**src/inc/plcap_defs.vh**
```
// constants for the pci local-side capture block
`ifndef PLCAP_DEFS_VH
`define PLCAP_DEFS_VH
`define PLCAP_DW          32
`define PLCAP_QW          64
`define PLCAP_CBW         4
`define PLCAP_FIFO_DEPTH  32
`define PLCAP_FIFO_AW     5
`define PLCAP_FIFO_FULL   6'h20
`define PLCAP_CMD_DAC     4'hd
`define PLCAP_RST_ADDR    32'h00000000
`define PLCAP_RST_CBE     4'h0
`endif

```
**src/verilog/plcap_top.v**
```verilog
// pci local-side address capture and data path with a receive fifo
// ----------------------------------------------------------------
// Overview of operation
// ----------------------------------------------------------------
// Overview of operation
// RQ1 - lower start address latched one clock after frame asserts, held until next
// RQ2 - upper address latched two clocks after frame on dual address cycle only
// RQ3 - local byte enables mark meaningful lanes during target reads and writes
// RQ4 - bus command latched in address phase, shown for the current cycle
// RQ5 - application drives address and data on the local input bus
// RQ6 - lower received dword delivered on lower local data output
// RQ7 - upper received dword delivered on upper local data output
// RQ8 - local master supplies command and active-low byte enables
// RQ9 - local interface runs on the single system clock
// RQ10 - master holds frame low for the cycle; start is the reference
// RQ11 - reset clears captured address, command and byte enables
`timescale 1ns/100ps
`include "plcap_defs.vh"

// ----------------------------------------------------------------
// fifo
// ----------------------------------------------------------------
module plcap_fifo #(
  parameter WIDTH = 64,
  parameter DEPTH = 32,
  parameter AW    = 5
) (
  input  wire             i_clk,
  input  wire             i_rst_n,
  input  wire [WIDTH-1:0] i_wdata,
  input  wire             i_wvalid,
  output wire             o_wready,
  output wire [WIDTH-1:0] o_rdata,
  output wire             o_rvalid,
  input  wire             i_rready
);
  reg [WIDTH-1:0] mem [0:DEPTH-1];
  reg [AW-1:0]    wptr;
  reg [AW-1:0]    rptr;
  reg [AW:0]      count;
  wire            do_w;
  wire            do_r;
  // depth is a power of two, so full is the top bit of the count alone
  localparam [AW:0] FULL_COUNT = {1'b1, {AW{1'b0}}};
  assign o_wready = (count != FULL_COUNT);
  assign o_rvalid = (count != {(AW+1){1'b0}});
  assign o_rdata  = mem[rptr];
  assign do_w     = i_wvalid & o_wready;
  assign do_r     = o_rvalid & i_rready;
  always @(posedge i_clk) begin
    if (do_w) begin
      mem[wptr] <= i_wdata;
    end
  end
  always @(posedge i_clk) begin
    if (!i_rst_n) begin
      wptr  <= {AW{1'b0}};
      rptr  <= {AW{1'b0}};
      count <= {(AW+1){1'b0}};
    end else begin
      if (do_w) begin
        wptr <= wptr + 1'b1;
      end
      if (do_r) begin
        rptr <= rptr + 1'b1;
      end
      case ({do_w, do_r})
        2'b10:   count <= count + 1'b1;
        2'b01:   count <= count - 1'b1;
        default: count <= count;
      endcase
    end
  end
endmodule // plcap_fifo

// ----------------------------------------------------------------
// top
// ----------------------------------------------------------------
module plcap_top (
  input  wire        i_clk,
  input  wire        i_rst_n,
  input  wire        i_frame_n,
  input  wire [63:0] i_pci_ad,
  input  wire [3:0]  i_pci_cbe_n,
  input  wire [3:0]  i_pci_cbe_hi_n,
  input  wire        i_bar64_hit,
  input  wire        i_rx_valid,
  input  wire [63:0] i_rx_data,
  output wire        o_rx_ready,
  input  wire        i_tgt_phase,
  input  wire        i_rx_drain,
  input  wire [63:0] i_local_ad,
  input  wire [3:0]  i_initiator_cmd_byte_enable_input,
  output reg  [31:0] o_target_start_address_output,
  output reg  [31:0] o_target_start_address_output_hi,
  output reg  [3:0]  o_target_bus_command_output,
  output reg  [3:0]  o_target_byte_enable_output,
  output reg  [63:0] o_local_data,
  output reg         o_local_data_valid,
  output reg  [63:0] o_pci_ad_drive,
  output reg  [3:0]  o_pci_cbe_drive_n
);

  // ----------------------------------------------------------------
  // local state
  // ----------------------------------------------------------------
  reg         frame_d;
  reg         addr2;
  reg         hit64;
  reg         in_data;
  reg         rx_ready_q;
  reg  [5:0]  rx_cnt;
  reg  [5:0]  next_rx_cnt;
  reg         next_rx_ready;
  wire        frame_start;
  wire        is_dac;
  wire        rx_push;
  wire [63:0] f_data;
  wire        f_valid;
  wire        f_pop;
  wire        f_wready;

  // ----------------------------------------------------------------
  // cycle start detection
  // ----------------------------------------------------------------

  // start of cycle is the falling edge of frame
  assign frame_start = frame_d & ~i_frame_n; // RQ10
  // dual address command in the first address phase
  assign is_dac      = (i_pci_cbe_n == `PLCAP_CMD_DAC);

  // resets to the idle level of frame, so no false start follows reset
  always @(posedge i_clk) begin // RQ9
    if (!i_rst_n) begin
      frame_d <= 1'b1;
    end else begin
      frame_d <= i_frame_n;
    end
  end

  // ----------------------------------------------------------------
  // address phase tracking
  // ----------------------------------------------------------------

  // addr2 marks the second address phase of a dual address cycle
  always @(posedge i_clk) begin
    if (!i_rst_n) begin
      addr2 <= 1'b0;
    end else begin
      addr2 <= frame_start & is_dac;
    end
  end

  // upper address is only kept when a 64-bit window claims the cycle
  always @(posedge i_clk) begin
    if (!i_rst_n) begin
      hit64 <= 1'b0;
    end else begin
      hit64 <= frame_start & is_dac & i_bar64_hit; // RQ2
    end
  end

  // data phases follow the address phases; the last one has frame high
  always @(posedge i_clk) begin
    if (!i_rst_n) begin
      in_data <= 1'b0;
    end else if (frame_start) begin
      in_data <= ~is_dac;
    end else if (addr2) begin
      in_data <= 1'b1;
    end else if (i_frame_n) begin
      in_data <= 1'b0;
    end
  end

  // ----------------------------------------------------------------
  // lower start address
  // ----------------------------------------------------------------

  always @(posedge i_clk) begin
    if (!i_rst_n) begin
      o_target_start_address_output <= `PLCAP_RST_ADDR; // RQ11
    end else if (frame_start) begin
      o_target_start_address_output <= i_pci_ad[31:0]; // RQ1
    end
  end

  // ----------------------------------------------------------------
  // upper start address
  // ----------------------------------------------------------------

  // single address cycles leave the old upper half in place
  always @(posedge i_clk) begin
    if (!i_rst_n) begin
      o_target_start_address_output_hi <= `PLCAP_RST_ADDR; // RQ11
    end else if (hit64) begin
      o_target_start_address_output_hi <= i_pci_ad[31:0]; // RQ2
    end
  end

  // ----------------------------------------------------------------
  // bus command
  // ----------------------------------------------------------------

  // a dual address cycle carries the real command in its second phase
  always @(posedge i_clk) begin
    if (!i_rst_n) begin
      o_target_bus_command_output <= `PLCAP_RST_CBE; // RQ11
    end else if (frame_start) begin
      o_target_bus_command_output <= i_pci_cbe_n; // RQ4
    end else if (addr2) begin
      o_target_bus_command_output <= i_pci_cbe_n; // RQ4
    end
  end

  // ----------------------------------------------------------------
  // byte enables
  // ----------------------------------------------------------------

  // only the lower lane group is kept; the upper enables are not shown
  always @(posedge i_clk) begin
    if (!i_rst_n) begin
      o_target_byte_enable_output <= `PLCAP_RST_CBE; // RQ11
    end else if (in_data & i_tgt_phase) begin
      o_target_byte_enable_output <= i_pci_cbe_n; // RQ3
    end
  end

  // ----------------------------------------------------------------
  // receive credit count
  // ----------------------------------------------------------------

  // ready is registered, so a shadow count predicts the fill level
  assign rx_push    = i_rx_valid & rx_ready_q & f_wready;
  assign f_pop      = f_valid & i_rx_drain;
  assign o_rx_ready = rx_ready_q;

  always @* begin
    next_rx_cnt = rx_cnt;
    case ({rx_push, f_pop})
      2'b10: begin
        next_rx_cnt = rx_cnt + 6'h01;
      end
      2'b01: begin
        next_rx_cnt = rx_cnt - 6'h01;
      end
      default: begin
        next_rx_cnt = rx_cnt;
      end
    endcase
    next_rx_ready = (next_rx_cnt != `PLCAP_FIFO_FULL);
  end

  always @(posedge i_clk) begin
    if (!i_rst_n) begin
      rx_cnt     <= 6'h00;
      rx_ready_q <= 1'b0;
    end else begin
      rx_cnt     <= next_rx_cnt;
      rx_ready_q <= next_rx_ready;
    end
  end

  // ----------------------------------------------------------------
  // receive fifo
  // ----------------------------------------------------------------

  // a stalled consumer fills the fifo, which then back-pressures the pci side
  plcap_fifo #(
    .WIDTH (`PLCAP_QW),
    .DEPTH (`PLCAP_FIFO_DEPTH),
    .AW    (`PLCAP_FIFO_AW)
  ) u_rx_fifo (
    .i_clk    (i_clk),
    .i_rst_n  (i_rst_n),
    .i_wdata  (i_rx_data),
    .i_wvalid (rx_push),
    .o_wready (f_wready),
    .o_rdata  (f_data),
    .o_rvalid (f_valid),
    .i_rready (i_rx_drain)
  );

  // ----------------------------------------------------------------
  // local data output
  // ----------------------------------------------------------------

  // valid stands for exactly one cycle per word taken from the fifo
  always @(posedge i_clk) begin
    if (!i_rst_n) begin
      o_local_data_valid <= 1'b0;
    end else begin
      o_local_data_valid <= f_pop;
    end
  end

  always @(posedge i_clk) begin
    if (!i_rst_n) begin
      o_local_data <= 64'h0000000000000000;
    end else if (f_pop) begin
      o_local_data[31:0]  <= f_data[31:0]; // RQ6
      o_local_data[63:32] <= f_data[63:32]; // RQ7
    end
  end

  // ----------------------------------------------------------------
  // master drive path
  // ----------------------------------------------------------------

  // one register stage toward the pad; enables idle inactive (high)
  always @(posedge i_clk) begin
    if (!i_rst_n) begin
      o_pci_ad_drive    <= 64'h0000000000000000;
      o_pci_cbe_drive_n <= 4'hf;
    end else begin
      o_pci_ad_drive    <= i_local_ad;
      o_pci_cbe_drive_n <= i_initiator_cmd_byte_enable_input;
    end
  end

endmodule // plcap_top

```
**config.mk**
```make
export PLATFORM = sky130hd
export DESIGN_NAME = plcap_top
export DESIGN_NICKNAME = d
export VERILOG_FILES = /design/src/verilog/plcap_top.v
export VERILOG_INCLUDE_DIRS = /design/src /design/src/inc
export SDC_FILE = /design/constraint.sdc
export NUM_CORES = 2
export LEC_CHECK = 0
export BUFFER_PORTS_ARGS = -buffer_cell sky130_fd_sc_hd__buf_2
export CAP_MARGIN = 40
export CELL_PAD_IN_SITES_DETAIL_PLACEMENT = 0
export CELL_PAD_IN_SITES_GLOBAL_PLACEMENT = 1
export CORE_ASPECT_RATIO = 1.75
export CORE_MARGIN = 1
export CORE_UTILIZATION = 48
export DETAILED_ROUTE_END_ITERATION = 7
export GPL_ROUTABILITY_DRIVEN = 0
export GPL_TIMING_DRIVEN = 0
export PLACE_DENSITY_LB_ADDON = 0.2
export SYNTH_ARGS = -nofsm -noshare
export SYNTH_HDL_FRONTEND = slang
export SYNTH_SLANG_ARGS = --single-unit
```
**constraint.sdc**
```tcl
create_clock -name i_clk -period 4.4 [get_ports i_clk]
set_input_delay 0.88 -clock i_clk [delete_from_list [all_inputs] [get_ports i_clk]]
set_output_delay 0.88 -clock i_clk [all_outputs]
set_load 0.03 [all_outputs]
```
# Yosys cells after proc, flatten, opt, wreduce, memory -nomap -nowiden
# Memory sizes are Yosys's and may differ from the RTL's. A register that Yosys moved wholly into a read port is not among the register bits.
# Cells that the tools add are included.
# totals
mem_bits_rw,2048
input_bits,211
wordCells,54
ff_bits,168
mem_count,1
output_inout_bits,206
# mem_list
name,depth,word_bits,read_ports,rd_ports_with_merged_regs,wr,line_no,rtl
u_rx_fifo.mem,32,64,1,1,1,plcap_top.v:37,reg [WIDTH-1:0] mem [0:DEPTH-1];
# classes
add_sub_neg,6
n_bitwise,10
muxes,9
reduce_logical,5
n_eq_ne,7
# op_table
cell,count
one-hot mux 6 bit (2 select lines),2
adder 6 x 1 -> 6 bit (second input constant),2
!= test 6 bit (second input constant),2
subtractor 6 x 1 -> 6 bit (second input constant),2
adder 5 x 1 -> 5 bit (second input constant),2
AND 1 bit,8
2-to-1 mux 4 bit,2
nonzero test 6 bit,1
2-to-1 mux 1 bit,5
equality test 2 x 1 -> 1 bit (second input constant),2
equality test 2 bit (second input constant),2
equality test 4 bit (second input constant),1
nonzero test 2 bit,2
nonzero test 3 bit,1
inverter 1 bit,2
logical NOT 1 bit,1

# Longest topological paths before layout
# logic_depth
depth_word,5
depth_mapped,13
ltp_nobuf,11

# By module
# From an unflattened synthesis, not the netlist that was laid out.
# unflattened
hier_cells,4442
area_unflattened_um2,85697.2
# modules_own_cells
module,seq_area_each_um2,area_per_inst_um2,instances,cells_per_inst
plcap_fifo,61919.4,78481.5,1,3652
plcap_top,4324.1,7215.7,1,790

# Worst setup path after synthesis
# No wires, ideal clock.
# synth_path
path_type,input-to-reg
startpoint,in i_rx_valid
endpoint,mem u_rx_fifo.mem[21][0] (enable)
arrival_ns,4.180
required_ns,3.913
path_slack_ns,-0.267
setup_time_ns,0.487
path_stages,4
path_buffers,1
cell_sequence,o311a_1 clkbuf_1 nand2_1 nor2_1
# synth_via
elab_chain_cells,5
# synth_lines
item,line_no,rtl
from (decl),plcap_top.v:87,"input wire i_rx_valid,"
AND 1 bit (2 in series),plcap_top.v:234,assign rx_push = i_rx_valid & rx_ready_q & f_wready;
AND 1 bit,plcap_top.v:48,assign do_w = i_wvalid & o_wready;
2-to-1 mux 1 bit,plcap_top.v:51,if (do_w) begin
2-to-1 mux 1 bit (implied by the code),plcap_top.v:52,mem[wptr] <= i_wdata;
to (decl),plcap_top.v:37,
# Every way passes these cells.

# Worst setup path after layout
# layout_path
startpoint,reg u_rx_fifo.count[1]
endpoint,reg rx_ready_q (netlist: o_rx_ready)
# layout_via
elab_chain_cells,5
word_cells_on_any_way,8
cone_classes,eq/ne (4); mux (1); bitwise (2); reduce/logical (1)
# layout_lines
item,line_no,rtl
from (decl),plcap_top.v:40,reg [AW:0] count;
from (signal assigned),plcap_top.v:59,count <= {(AW+1){1'b0}};
from (signal assigned),plcap_top.v:68,2'b10: count <= count + 1'b1;
from (signal assigned),plcap_top.v:69,2'b01: count <= count - 1'b1;
!= test 6 bit or nonzero test 6 bit (tied branches),"plcap_top.v:45, plcap_top.v:46",
"AND 1 bit, on equally long branches","plcap_top.v:234, plcap_top.v:235",
equality test 2 x 1 -> 1 bit or equality test 2 bit (tied branches),plcap_top.v:240,"case ({rx_push, f_pop})"
one-hot mux 6 bit (2 select lines) (*),plcap_top.v:240,
!= test 6 bit (no source line) (*),-,
to (signal assigned),plcap_top.v:260,rx_ready_q <= next_rx_ready;
to (decl),plcap_top.v:111,reg rx_ready_q;
# Every way passes the cells marked *; elsewhere a longest branch is shown, timed or not.
# A chain may end at the register's enable or synchronous reset.

==> results.yml <==
global_route:
  grt_usage_pct: 26.1
  grt-busiest-layer: "met2"
  grt_pass1_vias: 45700
  met1_usage_pct: 30.0
  gr-total-overflow: 0
  met3_usage_pct: 3.76
  grt_max_degree: 33
  antenna_found_initial: 16
  met2_usage_pct: 48.6
  grt_first_pass_wirelength_mm: 331
route:
  postRouteAntennaNets: 0
  drcViolationCount: 0
  num_vias: 44100
  drt-initial-drc-count: 3768
  firstDrtPassIters: 8
  wl_per_cell_um: 31.5
  wirelength_mm: 235
  avgViaCountPerCell: 5.92
hold_path:
  min_from: "i_initiator_cmd_byte_enable_input[1]"
  hold_class: "in2reg"
  hold_path_depth: 2
  min_to: "o_pci_cbe_drive_n[1]"
final_layout:
  fin_nets: 5133
  mostFrequentLayoutCell: "edfxtp_1"
  mostFrequentLayoutCells: "edfxtp_1, buf_2, mux2i_1"
  fillers: 13400
  fin_util_pct: 56.8
  area_delta_synth_final_pct: 17.3
  drive_gt1_share_pct: 27.3
timing:
  slew_viol_final: 0
  worst_slew_pin_slew_ns: 0.971
  period_minus_slack_ns: 3.58
  finalHoldViolations: 0
  skew_ns: 0.0384
  whs_ns: 0.230
  relSlewSlack_pct: 35.3
  rsz0062_at_grt: "no"
  setup_viol: 0
  fmax_mhz: 279
  timing.final.crit_share_pct: 81.4
cts:
  clk_latency_ns: 0.86
  root_buffer: "clkbuf_16"
  htreeDepth: 4
  clk_pin_slew_worst_paths_ns: 0.06
  hold_buffers: 0
  cts_tree: "yes"
  post_cts_buffers: 0
  cts_made_buffers: 205
  cts.sinks: 2280
  cts_buffer_depth: 4
  cts.repair.resized: 0
synth:
  yosysTopAreaCellShare_pct: 71.9
  netlist_instances: 4168
  async_flop_share_pct: 0
  synth-main-ff-cell: "edfxtp_1"
  synth_area_sq_um: 85500
  yosysWarnings: 0
  syn_avg_cell_area_sq_um: 20.5
  syn-num-nets: 4392
  synth_enable_flop_cells: 2048
  ys_top_cells_by_area: "edfxtp_1, mux4_2, dfxtp_1"
  yosys_register_bits: 2280
  yosysTopAreaCell: "edfxtp_1"
  ys_types: 56
  ys_seq_area_share_pct: 77.4
worst_setup_path:
  arrival_ns: 4.26
  r2r_slack_ns: 0.82
  required_ns: 5.08
  reg2regPathDepth: 13
  crit_fanout: 10
  crit_type: "reg2reg"
  critPathCaptureType: "register"
  r2r_end: "o_rx_ready"
  r2r_start: "u_rx_fifo.count[1]"
  start_kind: "register"
place:
  hpwl_mm: 163
  portBuffers: 380
floorplan:
  rows: 204
  core_sq_um: 177000
  ios: 417
  dieHeight_um: 560
  die_area_sq_um: 180000
  die_x_um: 321
  initial_core_util_pct: 48.4
power_and_ir_drop:
  finalPower_uw: 50800
  max-vdd-ir-drop_v: 0.000339
  power_density_nw_per_um2: 507
  p_leak_uw: 0.0319
run:
  drv_cap: 0
outcome:
  run_status: "finished clean"
## flip-flops by register name, summed over array words and instances, names as in the netlist, 4 cells and up
| name | cells |
|---|---|
| o_target_byte_enable_output | 4 |
| u_rx_fifo.mem | 2048 |
| o_target_start_address_output_hi | 32 |
| rx_cnt | 6 |
| u_rx_fifo.wptr | 5 |
| o_target_start_address_output | 32 |
| o_pci_ad_drive | 64 |
| o_target_bus_command_output | 4 |
| o_local_data | 64 |
| o_pci_cbe_drive_n | 4 |
| u_rx_fifo.count | 6 |
| u_rx_fifo.rptr | 5 |
## layer usage
metal	vias up	part of all wire (%)
met4	14	3.8
li1	18600	-
met3	452	5.9
met1	23300	35
met2	1697	55
met5	-	0.036
## area by class of cell
class / instances / area, sq um / area share (%)
plain buffers: 244 / 1220 / 1.21
well taps: 2369 / 2960 / 2.96
clock inverters: 69 / 803 / 0.801
multi-input cells: 1636 / 18400 / 18.3
diodes: 9 / 22.5 / 0.0225
clock buffers: 300 / 5800 / 5.79
repair buffers: 534 / 4910 / 4.89
inverters: 8 / 30.0 / 0.0300
flip-flops and latches: 2280 / 66100 / 66.0
## stage by stage
stage | setup WS (ns) | cells | setup TNS [ns] | area [sq um]
after CTS | 0.797 | 7439 | 0 | 100000
after global routing | 0.538 | 7442 | 0 | 100000
after detailed placement | 0.645 | 7070 | 0 | 93600
after floorplan | -0.267 | 4168 | -406.75 | 85500
after global placement | -4.83 | 6917 | -9284.48 | 90400
final | 0.816 | 7449 | 0 | 100000
## synth_stat cells (2+ instances only)
library cell and n:
a211oi_1 55, a21o_1 3, a21oi_1 119, a22o_1 64, a22oi_1 90, a31oi_1 4
and2_1 68, and3_1 4, buf_1 9, buf_2 92, buf_4 17, buf_6 16
clkbuf_1 109, dfxtp_1 232, edfxtp_1 2048, ha_1 12, inv_1 8, mux2i_1 401
mux4_2 395, nand2_1 83, nand2b_1 10, nand3_1 12, nand3b_1 6, nand4_1 2
nand4b_1 2, nor2_1 94, nor2b_1 9, nor3_1 20, o21ai_0 50, o221ai_1 37
o22ai_1 55, o41ai_1 2, or2_2 2, or3b_2 2, xnor2_1 8, xor2_1 8
## critical path, stage by stage, from the launching register on
cell and delay (ns):
dfxtp_1 0.35, or4_4 0.59, o311a_1 0.30, clkbuf_1 0.20
inv_1 0.12, ha_1 0.30, buf_2 0.27, xor2_1 0.10
ha_1 0.26, nor2b_1 0.15, o32a_1 0.30, a31oi_1 0.19
xnor2_1 0.17, a41oi_1 0.14
## power breakdown
group	leakage, uW	switching (uW)	internal [uW]
Combinational	0.00839	5060	3510
Clock	0.00321	7700	10100
Sequential	0.0203	325	24000
## worst max path at each step
stage | from | end | cells after the start
floorplan | i_rx_valid | u_rx_fifo.mem[21][0] | 4
global placement | i_rx_valid | u_rx_fifo.mem[26][59] | 5
detailed placement | i_rx_valid | u_rx_fifo.mem[29][0] | 7
CTS | u_rx_fifo.count[1] | o_rx_ready | 13
global route | u_rx_fifo.count[1] | o_rx_ready | 13
finish | u_rx_fifo.count[1] | o_rx_ready | 13
## kinds of logic (layout without fill, tap and decap cells)
| family | Yosys count | after routing | share of synthesized area, % |
|---|---|---|---|
| other | 0 | 9 | 0 |
| adders and majority gates | 13 | 13 | 0.199 |
| DFF | 2280 | 2280 | 77.4 |
| AOI/OAI and AO/OA | 488 | 488 | 3.87 |
| buffers and inverters | 252 | 1155 | 1.46 |
| xor gates and xnor gates | 16 | 16 | 0.164 |
| muxes | 796 | 796 | 15.1 |
| and+or+nand+nor | 323 | 323 | 1.85 |
(Power assumes the default switching activity.)
